**config.mk**
```make
export PLATFORM = sky130hd
export DESIGN_NAME = fbp_protect
export DESIGN_NICKNAME = d
export VERILOG_FILES = /design/src/rtl/fbp_pkg.sv /design/src/rtl/fbp_protect.sv
export VERILOG_INCLUDE_DIRS = /design/src /design/src/rtl
export SDC_FILE = /design/constraint.sdc
export NUM_CORES = 1
export LEC_CHECK = 0
export BUFFER_PORTS_ARGS = -buffer_cell sky130_fd_sc_hd__buf_2
export CAP_MARGIN = 20
export CORE_UTILIZATION = 49
export DETAILED_ROUTE_END_ITERATION = 7
export PLACE_DENSITY_LB_ADDON = 0.05
export SYNTH_ARGS = -nofsm -noshare
export SYNTH_HDL_FRONTEND = slang
export SYNTH_SLANG_ARGS = --single-unit
```
**constraint.sdc**
```tcl
create_clock -name clk_sys -period 2.2 [get_ports clk_sys]
set_clock_uncertainty 0.15 [all_clocks]
set_input_delay 0.11 -clock clk_sys [delete_from_list [all_inputs] [get_ports clk_sys]]
set_output_delay 0.11 -clock clk_sys [all_outputs]
set_load 0.02 [all_outputs]
```
**src/rtl/fbp_defs.svh**
```systemverilog
// Constants for the flash block protection block
`ifndef FBP_DEFS_SVH
`define FBP_DEFS_SVH
// How it works
// - Protection runs from the start address formed from the protect byte up to FFFF.
// - High-voltage enable is refused in program and in erase without mass when the latched address is protected.
// - The vector page is always protected as the latched target; there only a mass erase can touch it.
// - A protect byte of 20 puts the start at 9000, locking the whole user array.
// - Protect bytes 00-1F and E0-FF leave the whole user array open; only the vectors and a written protect byte stay locked.
// - A protect byte other than FF protects itself as the latched target; there only a mass erase can change it.
// - The start address is 1, the eight protect bits at 14:7, then seven zeros.
// - The start address thus always falls on a 128-byte page boundary.
// - The protect byte lives in the array, changes only by programming or mass erase, and survives reset.
// - User array is 9000-EFFF and the vector page is FFD0-FFFF.
// - High-voltage enable can be set only with a select bit on and the sequence followed.
`define FBP_CTRL_ADDR     16'hFE08
`define FBP_BOUNDARY_ADDR 16'hFFCF
`define FBP_USER_LO       16'h9000
`define FBP_USER_HI       16'hEFFF
`define FBP_VECT_LO       16'hFFD0
`define FBP_OPEN_LO_MAX   8'h1F
`define FBP_OPEN_HI_MIN   8'hE0
`define FBP_ERASED        8'hFF
`define FBP_HIGH_VOLTAGE_ENABLE_BIT      3
`define FBP_MASS_BIT      2
`define FBP_ERASE_BIT     1
`define FBP_PGM_BIT       0
`define FBP_CTRL_RESET    8'h00
`endif

```
**src/rtl/fbp_pkg.sv**
```systemverilog
// Types for the flash block protection block
`default_nettype none
package fbp_pkg;
  typedef enum logic [1:0] {FBP_IDLE, FBP_SELECTED, FBP_READ_DONE, FBP_LATCHED} fbp_seq_t;
  typedef struct packed {
    logic        high_voltage_enable;
    logic        mass;
    logic        erase;
    logic        program_select;
  } fbp_ctrl_t;
endpackage
`default_nettype wire

```
**src/rtl/fbp_protect.sv**
```systemverilog
// Flash block protection: control register, sequence tracking and high-voltage gating
`include "fbp_defs.svh"
`default_nettype none
module fbp_protect
  import fbp_pkg::*;
#(
  parameter int ADDR_W = 16
) (
  input  wire logic              clk_sys,
  input  wire logic              rst_n,
  input  wire logic [ADDR_W-1:0] addr,
  input  wire logic [7:0]        wdata,
  input  wire logic              wr,
  input  wire logic              rd,
  output logic      [7:0]        rdata,
  input  wire logic [7:0]        boundary_bits,
  output logic                   nv_write,
  output logic      [ADDR_W-1:0] nv_addr,
  output logic      [7:0]        nv_data,
  output logic                   high_voltage_enable,
  output logic                   program_select,
  output logic                   erase_select,
  output logic                   mass_select,
  output logic                   target_blocked
);
  // Address decoding below is written for a 16-bit space only
  if (ADDR_W != 16) begin : g_addr_check
    $error("fbp_protect supports only a 16-bit address");
  end

  ////////////////////////////////////////////////////////////////////////////
  fbp_ctrl_t   ctrl, next_ctrl;
  fbp_seq_t    seq, next_seq;
  logic [15:0] latch_addr, next_latch_addr;
  logic [7:0]  rdata_q, next_rdata;
  logic [15:0] start_addr;
  logic        open_all, in_flash, prot_hit, blocked;
  logic        ctrl_wr, flash_wr;
  // The latched target decides protection until the sequence restarts

  // Fixed top bit, the protect byte, then a page-aligned zero tail
  assign start_addr = {1'b1, boundary_bits, 7'h00};
  // Byte values whose start would miss the user array leave it all open
  assign open_all   = (boundary_bits <= `FBP_OPEN_LO_MAX) ||
                      (boundary_bits >= `FBP_OPEN_HI_MIN);
  assign in_flash   = ((addr >= `FBP_USER_LO) && (addr <= `FBP_USER_HI)) ||
                      (addr >= `FBP_VECT_LO) || (addr == `FBP_BOUNDARY_ADDR);
  assign ctrl_wr    = wr && (addr == `FBP_CTRL_ADDR);
  assign flash_wr   = wr && in_flash;

  // Vectors and a written boundary byte are locked regardless; mass erase bypasses all locks
  always_comb begin
    prot_hit = 1'b0;
    if (latch_addr >= `FBP_VECT_LO) prot_hit = 1'b1;
    if ((latch_addr == `FBP_BOUNDARY_ADDR) && (boundary_bits != `FBP_ERASED))
      prot_hit = 1'b1;
    if (!open_all && (latch_addr >= start_addr)) prot_hit = 1'b1;
  end
  // Mass erase must reach the vectors and the boundary byte, so it passes every lock
  assign blocked = prot_hit && !(ctrl.erase && ctrl.mass);

  ////////////////////////////////////////////////////////////////////////////
  // Sequence: select, read boundary, dummy write latches target, then HIGH_VOLTAGE_ENABLE
  always_comb begin
    next_ctrl       = ctrl;
    next_seq        = seq;
    next_latch_addr = latch_addr;
    next_rdata      = 8'h00;
    // With both select bits clear the sequence always falls back to idle
    if (!(ctrl.program_select || ctrl.erase)) next_seq = FBP_IDLE;
    case (seq)
      FBP_IDLE:      if (ctrl.program_select || ctrl.erase) begin
        // A boundary read right behind the select write already counts
        if (rd && (addr == `FBP_BOUNDARY_ADDR)) next_seq = FBP_READ_DONE;
        else next_seq = FBP_SELECTED;
      end
      FBP_SELECTED:  if (rd && (addr == `FBP_BOUNDARY_ADDR)) next_seq = FBP_READ_DONE;
      FBP_READ_DONE: if (flash_wr) begin
        next_latch_addr = addr;
        next_seq        = FBP_LATCHED;
      end
      FBP_LATCHED:   ;
      default:       next_seq = FBP_IDLE;
    endcase
    if (ctrl_wr) begin
      next_ctrl.mass           = wdata[`FBP_MASS_BIT];
      // Program and erase are interlocked; a write asking for both changes neither
      if (!(wdata[`FBP_PGM_BIT] && wdata[`FBP_ERASE_BIT]) &&
          !(wdata[`FBP_PGM_BIT] && ctrl.erase) &&
          !(wdata[`FBP_ERASE_BIT] && ctrl.program_select)) begin
        next_ctrl.program_select = wdata[`FBP_PGM_BIT];
        next_ctrl.erase          = wdata[`FBP_ERASE_BIT];
      end
      // Clearing high voltage is never refused, so software can always back out
      if (!wdata[`FBP_HIGH_VOLTAGE_ENABLE_BIT]) next_ctrl.high_voltage_enable = 1'b0;
      else if ((ctrl.program_select || ctrl.erase) && (seq == FBP_LATCHED) && !blocked)
        next_ctrl.high_voltage_enable = 1'b1;
      if (!wdata[`FBP_PGM_BIT] && !wdata[`FBP_ERASE_BIT]) next_seq = FBP_IDLE;
    end
    // Read data stand only in the cycle after the strobe; other cycles read zero
    if (rd) begin
      if (addr == `FBP_CTRL_ADDR)
        next_rdata = {4'h0, ctrl.high_voltage_enable, ctrl.mass, ctrl.erase,
                      ctrl.program_select};
      else if (addr == `FBP_BOUNDARY_ADDR)
        next_rdata = boundary_bits;
    end
  end

  // The boundary byte itself has no reset here: it lives in the array
  always_ff @(posedge clk_sys) begin
    if (!rst_n) begin
      ctrl       <= fbp_ctrl_t'(4'(`FBP_CTRL_RESET));
      seq        <= FBP_IDLE;
      latch_addr <= 16'h0000;
      rdata_q    <= 8'h00;
    end else begin
      ctrl       <= next_ctrl;
      seq        <= next_seq;
      latch_addr <= next_latch_addr;
      rdata_q    <= next_rdata;
    end
  end

  ////////////////////////////////////////////////////////////////////////////
  // Array programming strobes, including the boundary byte itself
  logic        nv_wr_q, next_nv_wr;
  logic [15:0] nv_addr_q, next_nv_addr;
  logic [7:0]  nv_data_q, next_nv_data;
  // Address and data follow the bus every cycle; only the strobe is gated, so the
  // array sees a stable pair in the one cycle in which nv_write stands.
  // Limitation: the gate uses the latched target, not each later write address
  always_comb begin
    next_nv_wr   = flash_wr && ctrl.program_select && ctrl.high_voltage_enable &&
                   !blocked;
    next_nv_addr = addr;
    next_nv_data = wdata;
  end
  always_ff @(posedge clk_sys) begin
    if (!rst_n) begin
      nv_wr_q   <= 1'b0;
      nv_addr_q <= 16'h0000;
      nv_data_q <= 8'h00;
    end else begin
      nv_wr_q   <= next_nv_wr;
      nv_addr_q <= next_nv_addr;
      nv_data_q <= next_nv_data;
    end
  end

  assign rdata               = rdata_q;
  assign nv_write            = nv_wr_q;
  assign nv_addr             = nv_addr_q;
  assign nv_data             = nv_data_q;
  assign high_voltage_enable = ctrl.high_voltage_enable;
  assign program_select      = ctrl.program_select;
  assign erase_select        = ctrl.erase;
  assign mass_select         = ctrl.mass;
  assign target_blocked      = blocked;

  ////////////////////////////////////////////////////////////////////////////
  // Gating checks: each watches what this module drives
  a_hv_needs_select: assert property (@(posedge clk_sys) disable iff (!rst_n)
    $rose(high_voltage_enable) |-> $past(program_select || erase_select))
    else $error("high voltage rose without a select bit");
  a_hv_not_blocked: assert property (@(posedge clk_sys) disable iff (!rst_n)
    $rose(high_voltage_enable) |-> !$past(blocked))
    else $error("high voltage rose for a protected target");
  a_hv_after_latch: assert property (@(posedge clk_sys) disable iff (!rst_n)
    $rose(high_voltage_enable) |-> $past(seq) == FBP_LATCHED)
    else $error("high voltage rose before the sequence completed");
  a_vector_locked: assert property (@(posedge clk_sys) disable iff (!rst_n)
    (latch_addr >= `FBP_VECT_LO) && !(ctrl.erase && ctrl.mass) |-> blocked)
    else $error("vector page not protected");
  a_full_lock: assert property (@(posedge clk_sys) disable iff (!rst_n)
    (boundary_bits == 8'h20) && (latch_addr >= `FBP_USER_LO) && !ctrl.mass |-> blocked)
    else $error("boundary 20 did not lock the array");
  a_open_range: assert property (@(posedge clk_sys) disable iff (!rst_n)
    open_all && (latch_addr <= `FBP_USER_HI) |-> !blocked)
    else $error("open boundary value blocked user array");
  a_self_lock: assert property (@(posedge clk_sys) disable iff (!rst_n)
    (boundary_bits != `FBP_ERASED) && (latch_addr == `FBP_BOUNDARY_ADDR) && !ctrl.mass
    |-> blocked)
    else $error("boundary byte not self protected");
  a_start_page: assert property (@(posedge clk_sys) disable iff (!rst_n)
    start_addr[15] && (start_addr[6:0] == 7'h00))
    else $error("start address off page boundary");
  a_interlock: assert property (@(posedge clk_sys) disable iff (!rst_n)
    !(program_select && erase_select))
    else $error("program and erase both selected");
  a_nv_write_hv: assert property (@(posedge clk_sys) disable iff (!rst_n)
    nv_write |-> $past(ctrl.high_voltage_enable && ctrl.program_select))
    else $error("array written without programming sequence");
  a_above_start: assert property (@(posedge clk_sys) disable iff (!rst_n)
    !open_all && (latch_addr >= start_addr) && !ctrl.mass |-> blocked)
    else $error("address above start not protected");
  a_start_in_array: assert property (@(posedge clk_sys) disable iff (!rst_n)
    !open_all |-> (start_addr >= `FBP_USER_LO) && (start_addr <= `FBP_USER_HI))
    else $error("protection start outside the user array");
  a_self_open: assert property (@(posedge clk_sys) disable iff (!rst_n)
    (boundary_bits == `FBP_ERASED) && (latch_addr == `FBP_BOUNDARY_ADDR) |-> !blocked)
    else $error("erased boundary byte was locked");
  a_nv_blocked: assert property (@(posedge clk_sys) disable iff (!rst_n)
    nv_write |-> !$past(blocked))
    else $error("array written for a protected target");

  // Sequence and bus checks
  a_hv_drop: assert property (@(posedge clk_sys) disable iff (!rst_n)
    ctrl_wr && !wdata[`FBP_HIGH_VOLTAGE_ENABLE_BIT] |=> !high_voltage_enable)
    else $error("high voltage not cleared on request");
  a_latch_on_write: assert property (@(posedge clk_sys) disable iff (!rst_n)
    (seq == FBP_READ_DONE) && flash_wr |=> (latch_addr == $past(addr)))
    else $error("dummy write did not latch the target");
  a_seq_needs_read: assert property (@(posedge clk_sys) disable iff (!rst_n)
    (seq == FBP_READ_DONE) && ($past(seq) != FBP_READ_DONE) |->
    $past(rd && (addr == `FBP_BOUNDARY_ADDR)))
    else $error("sequence advanced without a boundary read");
  a_rdata_boundary: assert property (@(posedge clk_sys) disable iff (!rst_n)
    $past(rd && (addr == `FBP_BOUNDARY_ADDR)) |-> (rdata == $past(boundary_bits)))
    else $error("boundary read returned a wrong value");
  a_rdata_idle: assert property (@(posedge clk_sys) disable iff (!rst_n)
    !$past(rd) |-> (rdata == 8'h00))
    else $error("read data not zero outside a read");
endmodule
`default_nettype wire

```
==> reports/results.tsv <==
stage	metric	value	unit
worst_hold_path	hp-start	rst_n	
worst_setup_path	max_stage_delay	0.45	ns
layout	diodes	0	
worst_setup_path	crit_chain	inv_2 -> ha_4 -> or4b_4 -> o21ai_2 -> a211oi_2 -> o21ai_2 -> buf_6	
logic_synthesis	synthArstFlopShare	0	
detailed_routing	initialDrtViolationCount	123	
worst_setup_path	cpMaxStageDelayCell	or4b_4	
worst_setup_path	cp_data_arrival_time	1.95	ns
run	maxCapViolations	0	
timing	max_slew.worst_pin.slew	0.379	ns
worst_setup_path	r2r-start	latch_addr[7]	
layout	syn_to_final_growth	41.3	%
global_route	grt_antenna_before_repair	0	
logic_synthesis	synth_edf_count	0	
worst_setup_path	crit_required	1.94	ns
timing	finalWorstSetupSlack	-0.00559	ns
worst_setup_path	crit_path_start	latch_addr[7]	
logic_synthesis	ys_top_cells_by_area	dfxtp_1 51%, nand3_1 5.4%, inv_1 5.2%, ha_1 4.7%, o21ai_0 4.2%	
logic_synthesis	ys_types	41	
placed_design	hpwl	3670	µm
placed_design	gp_congestion	0.834	
floorplanning	fp.dieH	68.2	µm
logic_synthesis	avgSynthCellArea	8.99	µm²
run_status	status	finished with violations	
logic_synthesis	synth_largest_area_cell	dfxtp_1	
worst_setup_path	cpLargestDelayFamily	simple AND/OR/NAND/NOR gates	
clocking	clock_sinks	55	
timing	setup_viol	1	
worst_setup_path	cp-end-kind	output port	
logic_synthesis	synth-seq-cells	55	
floorplanning	floorplan.die.width	68.2	µm
floorplanning	dieArea	4660	µm²
pwr	ir_drop	371	µV
logic_synthesis	synth_top_area_frac	0.512	
worst_setup_path	crit_path_start_kind	flop	
clocking	tritoncts	done	
detailed_routing	route.antenna.remaining_nets	0	
global_route	grt_pass1_vias	1845	
timing	hold_viol	0	
clocking	cts-htree-levels	2	
detailed_routing	via_count	2037	
clocking	clk_pin_slew_worst_paths	0.09	ns
clocking	clk_latency	0.31	ns
timing	fin_crit	2.21	ns
logic_synthesis	synthTopCellsByCount	55 x dfxtp_1, 30 x inv_1, 24 x nand2_1	
logic_synthesis	ys.warnings.count	0	
clocking	root_buffer	clkbuf_8	
logic_synthesis	ys_seq_area_frac	0.512	
timing	drv_slew	0	
clocking	clk_path_buf_depth	2	
global_route	grt_max_degree	34	
logic_synthesis	syn_area	2150	µm²
floorplanning	ios	74	
layout	finalNonFillerCells	398	
pwr	p_leak	0.00145	µW
detailed_routing	avgViaCountPerCell	5.12	
worst_setup_path	path_max_fanout	2	
logic_synthesis	syn_nets	283	
floorplanning	start_util	0.522	
logic_synthesis	synth_flop_cell	dfxtp_1	
placed_design	placed_cells	355	
logic_synthesis	yosysMostFrequentCell	dfxtp_1	
timing	grt_setup_unrepaired	true	
run_status	violations	negative setup slack	
floorplanning	core-area	4120	µm²
placed_design	numPortBuffers	73	
clocking	cts-buffers-inserted	5	
worst_hold_path	hp-class	input port to flop	
timing	fmax	453	MHz
global_route	grtUsageTotal	0.242	
worst_setup_path	path_class	flop to output port	
logic_synthesis	synthCells	239	
pwr	p_per_area	583	nW/µm²
global_route	grt_pass1_wl	8240	µm
floorplanning	rows	23	
layout	drive_gt1_frac	0.284	
layout	final_util	0.738	
detailed_routing	wl	5250	µm
global_route	overflow	0	
layout	nets	391	
detailed_routing	drtPass1Iterations	4	
worst_setup_path	path_buf_inv	2	
detailed_routing	wire_per_inst	13.2	µm
timing	whs	0.0184	ns
detailed_routing	drcViolationCount	0	
timing	slew_headroom	0.746	
timing	finalCritPeriodShare	1.00	
worst_setup_path	cpMostUsedCell	o21ai_2	
-- routing by layer --
layer / vias to the layer above / wire length (µm) / track usage
li1: 1035 / - / -
met1: 914 / 2520 / 0.319
met2: 76 / 2320 / 0.381
met3: 12 / 297 / 0.0450
met4: 0 / 122 / 0.109
met5: - / 0 / 0
-- flip-flops by register name, summed over array words and instances (netlist names) --
| signal | flops |
|---|---|
| high_voltage_enable | 1 |
| nv_addr | 16 |
| latch_addr | 16 |
| nv_data | 8 |
| program_select | 1 |
| mass_select | 1 |
| rdata | 8 |
| erase_select | 1 |
| seq | 2 |
| nv_write | 1 |
-- path summary, 6_finish.rpt --
path,end,slack [ns],depth (start not counted)
hold / removal,nv_addr[14],0.02,3
hold reg to reg,latch_addr[11],0.34,2
setup / recovery,target_blocked,-0.006,7
setup reg to reg,high_voltage_enable,0.22,8
-- cells in the final DEF (no fill, tap or decap), types with 2 or more instances in the layout --
cell type      count
a31oi_1            2
o21ai_2            2
nor2_1             6
or3_1              3
clkbuf_8           5
and2_1            13
o21ai_0           17
ha_1               7
buf_4              4
dfxtp_1           54
nand2_1           24
nand4_1            5
a21oi_1            6
buf_2             72
a21boi_0           2
nand3_1           23
clkbuf_1           2
and3_1             3
a22o_1             3
nor3_1             7
inv_1             29
dlygate4sd3_1     32
-- worst min-delay path, cell delays in order --
cell	delay, ns
buf_2	0.18
nand2_1	0.11
inv_1	0.04
-- power breakdown --
group          switching [µW]  total, µW  leakage, µW  internal (µW)
combinational             113        211     0.000956           98.2
clock                     311        536    0.0000422            224
sequential               4.75       1020     0.000450           1020
-- per-stage QoR --
stage | total power (µW) | TNS (ns) | setup slack, ns | area, µm²
2_1_floorplan | 1130 | 0 | 0.0170 | 2150
3_3_place_gp | 1210 | 0 | 0.0826 | 2560
3_5_place_dp | 1210 | 0 | 0.0814 | 2560
4_1_cts | 1770 | -0.0473 | -0.0473 | 3000
5_1_grt | 1840 | -0.117 | -0.109 | 3040
6_report | 1770 | -0.00559 | -0.00559 | 3040
-- cells by family (layout without fill, tap and decap cells) --
| kind of cell | Yosys count | count (layout) | synth area share |
|---|---|---|---|
| buffers and inverters | 39 | 148 | 0.0710 |
| and+or+nand+nor | 94 | 94 | 0.239 |
| AOI/OAI and AO/OA | 43 | 43 | 0.132 |
| adders and majority gates | 8 | 8 | 0.0466 |
| DFF | 55 | 55 | 0.512 |
-- final cells by class --
| class | count | area (µm²) |
|---|---|---|
| fillers | 340 | 1080 |
| inverters | 30 | 113 |
| clock buffers | 7 | 76.3 |
| multi-input cells | 145 | 936 |
| clock inverters | 1 | 5.00 |
| well taps | 50 | 62.6 |
| repair buffers | 110 | 742 |
| flip-flops and latches | 55 | 1100 |
-- repair_timing --
| action | in CTS | in global routing |
|---|---|---|
| gates cloned | 0 | 0 |
| setup buffers | 1 | 2 |
| setup endpoints to repair | 1 | 15 |
| hold buffers | 32 | 0 |
| hold endpoints to repair | 51 | 0 |
| gates resized for setup | 8 | 3 |
| pin swaps | 2 | 5 |
(Power assumes the default switching activity.)
